File: config.mk
export PLATFORM = sky130hd
export DESIGN_NAME = cstw_top
export DESIGN_NICKNAME = d
export VERILOG_FILES = /design/src/cstw_pkg.sv /design/src/cstw_top.sv
export VERILOG_INCLUDE_DIRS = /design/src
export SDC_FILE = /design/constraint.sdc
export NUM_CORES = 2
export LEC_CHECK = 0
export ABC_AREA = 1
export ABC_CLOCK_PERIOD_IN_PS = 22000
export BUFFER_PORTS_ARGS = -buffer_cell sky130_fd_sc_hd__buf_2
export CORE_ASPECT_RATIO = 0.8
export CORE_UTILIZATION = 30
export CTS_CLUSTER_SIZE = 10
export DETAILED_ROUTE_END_ITERATION = 8
export GPL_TIMING_DRIVEN = 1
export SLEW_MARGIN = 20
export SYNTH_ARGS = -nofsm -noshare
export SYNTH_HDL_FRONTEND = slang
export SYNTH_SLANG_ARGS = --single-unit
File: constraint.sdc
create_clock -name clk_sys -period 22 [get_ports clk_sys]
set_input_delay 4.4 -clock clk_sys [delete_from_list [all_inputs] [get_ports clk_sys]]
set_output_delay 4.4 -clock clk_sys [all_outputs]
set_load 0.02 [all_outputs]
File: src/cstw_params.svh
/*
  Offsets, field positions, reset values and timing counts of the clock
  source and timewheel block. Assumes a 200 MHz system clock and an APB master.
*/
//
// Behaviour
// - Slow timewheel: 13-bit counter on 1 kHz tick.
// - Slow timewheel stops in hibernate or debug halt.
// - Firmware can clear the slow timewheel.
// - Slow timewheel gives periodic wakeups, optional interrupt.
// - Fast timewheel: 5-bit counter, programmable terminal count.
// - Fast timewheel reloads itself at terminal count.
// - Fast timewheel terminal count optionally raises interrupt.
// - 33 kHz clock is 100 kHz divided by three.
// - Divided oscillator outputs have 50% duty cycle; odd divider ratios give a high time of half the ratio rounded down.
// - Low-speed oscillator gives 1, 33, 100 kHz clocks.
// - Main oscillator offers six frequencies, each trimmed.
// - Doubler makes 48 MHz from 24 MHz, selectable source.
// - PLL 24-80 MHz, 4032 divider ratios.
// - PLL locks within 250 us, readable lock bit.
// - PLL lock is a routable output signal.
// - Eight digital, four analog, one bus 16-bit divider.
// - Main oscillator USB mode locks to USB timing.
// - Divider: 8-input mux, divide by two or more.
`ifndef CSTW_PARAMS_SVH
`define CSTW_PARAMS_SVH

`define CSTW_CLK_SYS_MHZ 200
`define CSTW_LP_HALF_NS 5000
`define CSTW_LP_HALF_CYC ((`CSTW_LP_HALF_NS * `CSTW_CLK_SYS_MHZ) / 1000)
`define CSTW_DIV3_HALVES 3
`define CSTW_SLOW_HALVES 100
`define CSTW_PLL_LOCK_US 250
`define CSTW_PLL_LOCK_CYC (`CSTW_PLL_LOCK_US * `CSTW_CLK_SYS_MHZ)

`define CSTW_OFS_CTRL 12'h000
`define CSTW_OFS_PLL_DIV 12'h004
`define CSTW_OFS_SLOW_CTL 12'h008
`define CSTW_OFS_FAST_CTL 12'h00c
`define CSTW_OFS_STATUS 12'h010
`define CSTW_OFS_DIV_BASE 12'h040
`define CSTW_NUM_DIV 13

`define CSTW_BIT_SLOW_CLR 8
`define CSTW_MOSC_MAX 3'h5
`define CSTW_FAST_TC_RST 5'h1f
`define CSTW_DIV_RST 16'h0002
`endif

File: src/cstw_pkg.sv
/*
  Types shared by the clock source and timewheel block.
  Assumes cstw_params.svh is on the include path.
*/
package cstw_pkg;
  typedef enum logic [1:0] {
    CSTW_PLL_OFF = 2'b00,
    CSTW_PLL_LOCKING = 2'b01,
    CSTW_PLL_LOCKED = 2'b11
  } cstw_pll_st_t;

  typedef struct packed {
    logic en;
    logic [2:0] src;
    logic [15:0] div;
  } cstw_div_cfg_t;

  typedef struct packed {
    logic [2:0] mosc_freq;
    logic [7:0] mosc_trim;
    logic usb_mode;
    logic doubler_en;
    logic [1:0] doubler_src;
    logic pll_en;
    logic [1:0] pll_src;
    logic [5:0] pll_in_div;
    logic [5:0] pll_fb_div;
  } cstw_osc_ctrl_t;
endpackage

File: src/cstw_top.sv
/*
  Clock source control, thirteen clock dividers, low-speed clocks and the two
  timewheels, with an APB register slave. Assumes the analog oscillators take
  their settings from osc_ctrl and that crystal and fabric clocks arrive as
  pins far slower than clk_sys.
*/
`timescale 1ns/1ps
`default_nettype none
`include "cstw_params.svh"
module cstw_top #(
  parameter int unsigned LOCK_CYC = `CSTW_PLL_LOCK_CYC,
  parameter int unsigned SLOW_HALVES = `CSTW_SLOW_HALVES,
  parameter logic [47:0] MOSC_TRIM = 48'h605040302010
) (
  // Clock and reset.
  input wire logic clk_sys,
  input wire logic sys_rst,
  // APB slave.
  input wire logic psel,
  input wire logic penable,
  input wire logic pwrite,
  input wire logic [11:0] paddr,
  input wire logic [31:0] pwdata,
  output logic [31:0] prdata,
  output logic pready,
  output logic pslverr,
  // Clock pins and power state.
  input wire logic fast_crystal_osc,
  input wire logic fabric_clk,
  input wire logic watch_crystal_osc,
  input wire logic pm_hibernate,
  input wire logic dbg_halt,
  // Generated clocks and settings.
  output cstw_pkg::cstw_osc_ctrl_t osc_ctrl,
  output logic pll_lock,
  output logic low_power_clock,
  output logic divided_low_power_clock,
  output logic slow_tick_clock,
  output logic [`CSTW_NUM_DIV-1:0] div_clk,
  // Timewheel events, one-cycle pulses.
  output logic slow_wake,
  output logic slow_irq,
  output logic fast_irq
);
  import cstw_pkg::*;

  function automatic logic [15:0] div_n(input logic [15:0] v);
    return (v < 16'h0002) ? 16'h0002 : v;
  endfunction

  function automatic logic wake_hit(input logic [12:0] c, input logic [3:0] s);
    logic [12:0] m;
    m = 13'((14'h0001 << s) - 14'h0001);
    return (c & m) == 13'h0000;
  endfunction

  // APB decode, one wait state.
  logic pready_q, pslverr_q;
  logic [31:0] prdata_q, rd_d;
  wire acc = psel && penable;
  wire commit = acc && pready_q;
  wire is_div = (paddr >= `CSTW_OFS_DIV_BASE) && (paddr < 12'h074) && (paddr[1:0] == 2'b00);
  wire [11:0] div_ofs = paddr - `CSTW_OFS_DIV_BASE;
  wire [3:0] div_idx = div_ofs[5:2];
  wire hit_ctrl = paddr == `CSTW_OFS_CTRL;
  wire hit_pll = paddr == `CSTW_OFS_PLL_DIV;
  wire hit_slow = paddr == `CSTW_OFS_SLOW_CTL;
  wire hit_fast = paddr == `CSTW_OFS_FAST_CTL;
  wire hit_stat = paddr == `CSTW_OFS_STATUS;
  wire mapped = hit_ctrl || hit_pll || hit_slow || hit_fast || hit_stat || is_div;
  wire wr = commit && pwrite;

  // Settings.
  cstw_osc_ctrl_t osc_q;
  cstw_div_cfg_t div_cfg_q [`CSTW_NUM_DIV];
  logic [3:0] slow_int_q;
  logic slow_wake_en_q, slow_irq_en_q, fast_irq_en_q;
  logic [4:0] fast_tc_q;
  wire [2:0] freq_w = (pwdata[2:0] > `CSTW_MOSC_MAX) ? `CSTW_MOSC_MAX : pwdata[2:0];
  wire [5:0] trim_sh = 6'({freq_w, 3'b000});
  wire [7:0] trim_w = 8'(MOSC_TRIM >> trim_sh);

  always_ff @(posedge clk_sys or posedge sys_rst)
  begin
    if (sys_rst)
    begin
      osc_q <= '0;
      slow_int_q <= 4'h0;
      slow_wake_en_q <= 1'b0;
      slow_irq_en_q <= 1'b0;
      fast_irq_en_q <= 1'b0;
      fast_tc_q <= `CSTW_FAST_TC_RST;
    end
    else if (wr)
    begin
      if (hit_ctrl)
      begin
        osc_q.mosc_freq <= freq_w;
        osc_q.mosc_trim <= trim_w;
        osc_q.usb_mode <= pwdata[3];
        osc_q.doubler_src <= pwdata[5:4];
        osc_q.doubler_en <= pwdata[6];
        osc_q.pll_en <= pwdata[7];
        osc_q.pll_src <= pwdata[9:8];
      end
      if (hit_pll)
      begin
        osc_q.pll_in_div <= pwdata[5:0];
        osc_q.pll_fb_div <= pwdata[13:8];
      end
      if (hit_slow)
      begin
        slow_int_q <= pwdata[3:0];
        slow_wake_en_q <= pwdata[4];
        slow_irq_en_q <= pwdata[5];
      end
      if (hit_fast)
      begin
        fast_tc_q <= pwdata[4:0];
        fast_irq_en_q <= pwdata[5];
      end
    end
  end

  always_ff @(posedge clk_sys or posedge sys_rst)
  begin
    if (sys_rst)
    begin
      for (int i = 0; i < `CSTW_NUM_DIV; i++)
        div_cfg_q[i] <= '{en: 1'b0, src: 3'h0, div: `CSTW_DIV_RST};
    end
    else if (wr && is_div)
    begin
      div_cfg_q[div_idx] <= '{en: pwdata[31], src: pwdata[18:16], div: pwdata[15:0]};
    end
  end

  // Pin synchronisers; a level is taken once stages two and three agree.
  logic [2:0] s1_q, s2_q, s3_q, pin_q;
  wire [2:0] pins = {watch_crystal_osc, fabric_clk, fast_crystal_osc};
  wire [2:0] pin_agree = ~(s2_q ^ s3_q);
  wire [2:0] pin_d = (pin_agree & s3_q) | (~pin_agree & pin_q);
  wire [2:0] pin_rise = pin_d & ~pin_q;
  always_ff @(posedge clk_sys or posedge sys_rst)
  begin
    if (sys_rst)
    begin
      s1_q <= 3'h0;
      s2_q <= 3'h0;
      s3_q <= 3'h0;
      pin_q <= 3'h0;
    end
    else
    begin
      s1_q <= pins;
      s2_q <= s1_q;
      s3_q <= s2_q;
      pin_q <= pin_d;
    end
  end

  // Low-speed clocks from one prescaler of 100 kHz half periods.
  logic [11:0] pre_q;
  logic [1:0] d3_q;
  logic [6:0] sl_q;
  logic lp_q, d33_q, s1k_q;
  wire half = pre_q == 12'(`CSTW_LP_HALF_CYC - 1);
  wire d3_end = d3_q == 2'(`CSTW_DIV3_HALVES - 1);
  wire sl_end = sl_q == 7'(SLOW_HALVES - 1);
  wire lp_rise = half && !lp_q;
  wire d33_rise = half && d3_end && !d33_q;
  wire s1k_rise = half && sl_end && !s1k_q;
  always_ff @(posedge clk_sys or posedge sys_rst)
  begin
    if (sys_rst)
    begin
      pre_q <= 12'h000;
      d3_q <= 2'h0;
      sl_q <= 7'h00;
      lp_q <= 1'b0;
      d33_q <= 1'b0;
      s1k_q <= 1'b0;
    end
    else
    begin
      pre_q <= half ? 12'h000 : pre_q + 12'h001;
      if (half)
      begin
        lp_q <= !lp_q;
        d3_q <= d3_end ? 2'h0 : d3_q + 2'h1;
        d33_q <= d3_end ? !d33_q : d33_q;
        sl_q <= sl_end ? 7'h00 : sl_q + 7'h01;
        s1k_q <= sl_end ? !s1k_q : s1k_q;
      end
    end
  end

  // PLL lock sequencing; a settings write after lock restarts the lock wait.
  cstw_pll_st_t pll_st_q, pll_st_d;
  logic [31:0] lock_cnt_q;
  logic lock_q;
  wire pll_touch = wr && (hit_pll || hit_ctrl);
  always_comb
  begin
    pll_st_d = pll_st_q;
    unique case (pll_st_q)
      CSTW_PLL_OFF: if (osc_q.pll_en) pll_st_d = CSTW_PLL_LOCKING;
      CSTW_PLL_LOCKING: if (lock_cnt_q >= LOCK_CYC - 1) pll_st_d = CSTW_PLL_LOCKED;
      CSTW_PLL_LOCKED: if (pll_touch) pll_st_d = CSTW_PLL_LOCKING;
      default: pll_st_d = CSTW_PLL_OFF;
    endcase
    if (!osc_q.pll_en)
      pll_st_d = CSTW_PLL_OFF;
  end
  always_ff @(posedge clk_sys or posedge sys_rst)
  begin
    if (sys_rst)
    begin
      pll_st_q <= CSTW_PLL_OFF;
      lock_cnt_q <= 32'h0;
      lock_q <= 1'b0;
    end
    else
    begin
      pll_st_q <= pll_st_d;
      lock_cnt_q <= (pll_st_d == CSTW_PLL_LOCKING && pll_st_q == CSTW_PLL_LOCKING) ? lock_cnt_q + 32'h1 : 32'h0;
      lock_q <= pll_st_d == CSTW_PLL_LOCKED;
    end
  end

  // Dividers: source 0 is clk_sys, then pins, low-speed ticks and PLL.
  wire [7:0] src_ev = {lock_q, s1k_rise, d33_rise, lp_rise, pin_rise, 1'b1};
  logic [15:0] dcnt_q [`CSTW_NUM_DIV];
  logic [15:0] dcnt_d [`CSTW_NUM_DIV];
  logic [`CSTW_NUM_DIV-1:0] dout_q, dout_d;
  always_comb
  begin
    for (int i = 0; i < `CSTW_NUM_DIV; i++)
    begin
      dcnt_d[i] = dcnt_q[i];
      dout_d[i] = dout_q[i];
      if (!div_cfg_q[i].en)
      begin
        dcnt_d[i] = 16'h0000;
        dout_d[i] = 1'b0;
      end
      else if (src_ev[div_cfg_q[i].src])
      begin
        dcnt_d[i] = (dcnt_q[i] >= div_n(div_cfg_q[i].div) - 16'h0001) ? 16'h0000 : dcnt_q[i] + 16'h0001;
        dout_d[i] = dcnt_d[i] < (div_n(div_cfg_q[i].div) >> 1);
      end
    end
  end
  always_ff @(posedge clk_sys or posedge sys_rst)
  begin
    if (sys_rst)
    begin
      dout_q <= '0;
      for (int i = 0; i < `CSTW_NUM_DIV; i++)
        dcnt_q[i] <= 16'h0000;
    end
    else
    begin
      dout_q <= dout_d;
      dcnt_q <= dcnt_d;
    end
  end

  // Timewheels.
  logic [12:0] slow_q;
  logic [4:0] fast_q;
  logic sw_q, si_q, fi_q;
  wire slow_run = !pm_hibernate && !dbg_halt;
  wire slow_clr = wr && hit_slow && pwdata[`CSTW_BIT_SLOW_CLR];
  wire slow_adv = s1k_rise && slow_run;
  wire [12:0] slow_nx = slow_q + 13'h0001;
  wire slow_ev = slow_adv && !slow_clr && wake_hit(slow_nx, slow_int_q);
  // A count already past a newly lowered terminal count reloads on the next 100 kHz tick.
  wire fast_tc = lp_rise && (fast_q >= fast_tc_q);
  always_ff @(posedge clk_sys or posedge sys_rst)
  begin
    if (sys_rst)
    begin
      slow_q <= 13'h0000;
      fast_q <= 5'h00;
      sw_q <= 1'b0;
      si_q <= 1'b0;
      fi_q <= 1'b0;
    end
    else
    begin
      if (slow_clr)
        slow_q <= 13'h0000;
      else if (slow_adv)
        slow_q <= slow_nx;
      if (lp_rise)
        fast_q <= fast_tc ? 5'h00 : fast_q + 5'h01;
      sw_q <= slow_ev && slow_wake_en_q;
      si_q <= slow_ev && slow_irq_en_q;
      fi_q <= fast_tc && fast_irq_en_q;
    end
  end

  // Read data and answer.
  always_comb
  begin
    rd_d = 32'h0;
    if (hit_ctrl)
      rd_d = {22'h0, osc_q.pll_src, osc_q.pll_en, osc_q.doubler_en, osc_q.doubler_src,
              osc_q.usb_mode, osc_q.mosc_freq};
    else if (hit_pll)
      rd_d = {18'h0, osc_q.pll_fb_div, 2'h0, osc_q.pll_in_div};
    else if (hit_slow)
      rd_d = {26'h0, slow_irq_en_q, slow_wake_en_q, slow_int_q};
    else if (hit_fast)
      rd_d = {26'h0, fast_irq_en_q, fast_tc_q};
    else if (hit_stat)
      rd_d = {3'h0, slow_q, 3'h0, fast_q, 7'h0, lock_q};
    else if (is_div)
      rd_d = {div_cfg_q[div_idx].en, 12'h0, div_cfg_q[div_idx].src, div_cfg_q[div_idx].div};
  end
  always_ff @(posedge clk_sys or posedge sys_rst)
  begin
    if (sys_rst)
    begin
      pready_q <= 1'b0;
      pslverr_q <= 1'b0;
      prdata_q <= 32'h0;
    end
    else
    begin
      pready_q <= acc && !pready_q;
      pslverr_q <= acc && !pready_q && !mapped;
      prdata_q <= (acc && !pready_q && !pwrite) ? rd_d : 32'h0;
    end
  end

  assign prdata = prdata_q;
  assign pready = pready_q;
  assign pslverr = pslverr_q;
  assign osc_ctrl = osc_q;
  assign pll_lock = lock_q;
  assign low_power_clock = lp_q;
  assign divided_low_power_clock = d33_q;
  assign slow_tick_clock = s1k_q;
  assign div_clk = dout_q;
  assign slow_wake = sw_q;
  assign slow_irq = si_q;
  assign fast_irq = fi_q;

  logic [31:0] en_age_q;
  always_ff @(posedge clk_sys or posedge sys_rst)
  begin
    if (sys_rst)
      en_age_q <= 32'h0;
    else
      en_age_q <= (osc_q.pll_en && !pll_touch) ? en_age_q + 32'h1 : 32'h0;
  end
endmodule
`default_nettype wire

Yosys cells after proc, flatten, opt, wreduce, memory -nomap -nowiden
Cells that the tools add are included. W data, S select, Z words.

Equal/unequal tests: 24. Magnitude comparators: 59. Bitwise logic cells: 10. Shift operators: 2. Add/subtract/negate cells: 34. Reductions and logical operators: 52. Multiplexer cells: 129.

Operators by type and width (count): $mux W16 (52); $bwmux W260 (1); $mux W32 (8); $add A16 B1 Y16 const B (13); $ge A16 B16 Y1 (13); $lt A16 B15 Y1 (13); $lt A16 B2 Y1 const B (13); $sub A16 B1 Y16 const B (13); $bmux W20 S4 (1); $demux W20 S4 (1); $mux W20 (3); $lt A3 B4 Y1 const B (13); $shr A47 B6 Y8 const A (1); $bmux W1 S3 (13); $mux W1 (39); $add A32 B1 Y32 const B (1); $ge A32 B16 Y1 const B (1); $logic_and A1 B1 Y1 (27); $mux W13 (2); $ne A2 B1 Y1 const B (13); $eq A12 B4 Y1 const B (2); $add A13 B1 Y13 const B (1); $and A13 B13 Y13 (1); $logic_not A13 Y1 (1); 36 further kinds (64).

Output and inout port bits: 84. Register bits after elaboration: 649. Logic and storage cells: 410.

Depth between registers and ports, before layout
Word-level depth: 12. Depth in mapped cells: 34. Depth with buffers taken out: 33.

Worst setup path before layout
Ideal clock, no wire load.

Path type: input -> register. From: in paddr[1]. To: reg osc_q (netlist bit osc_ctrl[13]). Setup time: 0.127 ns. Arrival time: 5.854 ns. Stages on the path: 12. Setup slack: 16.019 ns. Path buffers: 1. Path through: or2_1 > nor2_1 > inv_2 > nor2_4 > inv_2 > nor2_4 > nand2_2 > nor2_2 > inv_1 > clkbuf_1 > nand2_1 > o21ai_0.

Longest elaborated chain between the ends: 2.

RTL lines: start, declared (RTL line cstw_top.sv:22) `input wire logic [11:0] paddr,`; $logic_not A12 Y1 (no source line); $reduce_and A2 Y1 (no source line); end, declared (RTL line cstw_top.sv:74) `cstw_osc_ctrl_t osc_q;`.

No other way between the ends. A chain may end at the register's enable or synchronous reset.

==> results.yml <==
outcome:
  status: "finished with violations"
  violations: "design-rule violations"
die:
  dieWidth_um: 438
  die_h_um: 350
  die_area_um2: 153000
  rows: 127
  placeableCoreArea_um2: 150000
  ios: 138
  initial_core_util_pct: 30.3
worst_setup_path:
  rr_worst_depth: 29
  critPathLaunchType: "primary input"
  path_cells: "buf_2 -> clkinvlp_4 -> buf_4 -> buf_4 -> buf_4 -> buf_4"
  path_delay_family: "buffers and inverters"
  crit_fanout: 72
  crit_path_top_delay_cell: "buf_4"
  crit-reg2reg-launch: "div_cfg_q[151]"
  worst_setup_path_end_kind: "asynchronous set/reset pin"
  path_buf_inv: 6
  criticalPathCategory: "in2async"
  worst-r2r-setup-slack_ps: 16330
  arrival_ps: 8430
  crit_path_frequent_cell: "buf_4"
  cp.required_ps: 22640
  critPathLaunch: "sys_rst"
  r2r-end: "div_clk[5]"
  max_stage_delay_ps: 850
clock_network:
  clk_pin_slew_worst_paths_ps: 50
  cts_max_level: 3
  clock_sinks: 642
  insertion_delay_ps: 700
  clock_path_buffers: 3
  cts_buffers: 79
  cts_tree: "yes"
  root_buffer: "clkbuf_16"
  hold_buffers: 0
  post_cts_buffers: 0
  ctsResizeCount: 0
logic_synthesis:
  synth-warning-count: 0
  ys.flop_type: "dfrtp_1"
  synth-edff-count: 0
  netlist_instances: 6147
  yosysTopAreaCell: "dfrtp_1"
  synth.top_cell.area_share_pct: 34.3
  ys_seq_elements: 642
  postSynthAreaPerCell_um2: 7.41
  ys_types: 64
  ys_seq_area_share_pct: 35.3
  synth-async-reset-ratio_pct: 100
  synth.top_cells.by_area: "dfrtp_1 34%, ha_1 12%, nand2_1 11%"
  syn-cell-area_um2: 45500
sta:
  skew_ps: 49.3
  drv_slew: 0
  fmax_mhz: 128
  hold_viol: 0
  finalSetupViolations: 0
  fin_crit_ps: 7790
  fin_crit_sh_pct: 35.4
  fin_setup_tns_ps: 0
  worst_slew_pin_slew_ps: 1200
  worst_slew_margin_rel_pct: 19.1
  grt_setup_unrepaired: "false"
  hold_slack_ps: 356
global_routing:
  track_usage_pct: 19.5
  grt.overflow.total: 0
  grt_max_degree: 156
  grt_pass1_vias: 38900
  grt_pass1_wl_mm: 233
  grt_antenna_before_repair: 6
place:
  dp_hpwl_mm: 116
  place_congestion: 0.961
  io_buffers: 118
detailed_routing:
  firstDrtPassIters: 9
  vias_per_cell: 5.11
  wl_mm: 152
  via_count: 42300
  wl_per_cell_um: 18.4
  drtAntennaViolNets: 0
  drt_iter0_drc: 4217
  post-route-drc-count: 2
layout:
  postLayoutCoreUtil_pct: 33.7
  area_growth_pct: 11.1
  final_common_cell: "nand2_1"
  nets: 6698
  final_cell_mix: "1309 x nand2_1, 968 x inv_1, 624 x dfrtp_1, 549 x o21ai_0, 460 x nor2_1"
  drive_above_1_share_pct: 6.63
power:
  leakage_uw: 0.0247
  ir_drop_mv: 0.0610
  p_total_uw: 2600
  cellPowerDensity_nw_per_um2: 51.4
worst_hold_path:
  hold_path_depth: 0
  min_to: "s2_q[1]"
  min_from: "s1_q[1]"
  hold_class: "reg2reg"
flow_run:
  drv_cap: 0
==> cell families after synthesis <==
| group | count (synthesis) | synth area share [%] |
|---|---|---|
| flops | 642 | 35.3 |
| other cells | 1 | 0.00824 |
| xor+xnor | 207 | 3.98 |
| fa+ha+maj | 432 | 11.9 |
| simple gates | 2532 | 24.1 |
| buf+inv | 1176 | 10.1 |
| compound gates | 1157 | 14.5 |
==> how the worst max path moves through the flow <==
| stage | endpoint | slack [ps] | cells past startpoint |
|---|---|---|---|
| floorplan | d3_q[0] | 8840 | 1 |
| global placement | dcnt_q[53] | 13390 | 6 |
| detailed placement | dcnt_q[53] | 13350 | 6 |
| CTS | dcnt_q[95] | 14060 | 6 |
| global route | dcnt_q[49] | 13540 | 6 |
| finish | dcnt_q[95] | 14210 | 6 |
==> stage by stage <==
step                      cell area (um^2)  std cells  setup slack [ps]
final                                50600       8280             14210
after global routing                 50600       8278             13540
after CTS                            50600       8277             14060
after detailed placement             48100       8132             13350
after global placement               48100       8132             13390
after floorplan                      45600       6169              8840
==> report_power, final <==
| part | leakage (uW) | switching, uW | internal [uW] |
|---|---|---|---|
| clock | 0.00120 | 556 | 745 |
| sequential | 0.00878 | 2.90 | 1190 |
| combinational | 0.0147 | 92.7 | 21.0 |
==> synthesized netlist by cell type (6+ instances only) <==
library cell  count
o22ai_1         172
nor3_2            7
xor2_1          191
o21ai_0         549
nand2_2          26
inv_1           970
a21oi_1         226
o31ai_1           8
dfstp_2          18
and2_1           13
a22oi_1          11
dfrtp_1         624
ha_1            429
xnor2_1          16
a31oi_1          22
nor4_1           24
o221ai_1         15
o21ai_2           7
or2_2            17
nand4_1         152
nor3_1          130
nand3_1         324
inv_2            20
nor3b_1          33
nor2_2            6
buf_2            31
nand2_1        1319
o21ai_1          44
clkbuf_1        111
buf_6            13
buf_1             9
nor2_1          460
o2111ai_1         7
buf_4            16
o22ai_2          34
a211oi_1         27
o211ai_1         20
==> routing by layer <==
metal,GRT usage (%),routed length [um],vias up
met5,0,14,-
met4,6.31,5130,2
met3,4.66,14100,242
met2,28.6,63200,1658
met1,27.8,69800,20000
li1,-,-,20500
==> final cells by class <==
class                           instances  area (um^2)
Fill cell                           16000        99700
Clock buffer                          132         2280
Inverter                              994         3740
Clock inverter                         13          231
Sequential cell                       642        16100
Timing Repair Buffer                  147          821
Antenna cell                            2         5.00
Tap cell                             1999         2500
Multi-Input combinational cell       4351        24900
==> state kept, by name, indices dropped and copies added (netlist names), 2 cells and up <==
signal      count
d3_q            2
dcnt_q        208
div_cfg_q     260
div_clk        13
fast_q          5
fast_tc_q       5
lock_cnt_q     32
osc_ctrl       25
pin_q           3
pll_st_q        2
prdata         30
pre_q          12
s1_q            3
s2_q            3
s3_q            3
sl_q            7
slow_int_q      4
slow_q         13
No activity file was read; power rests on OpenSTA's default activity.
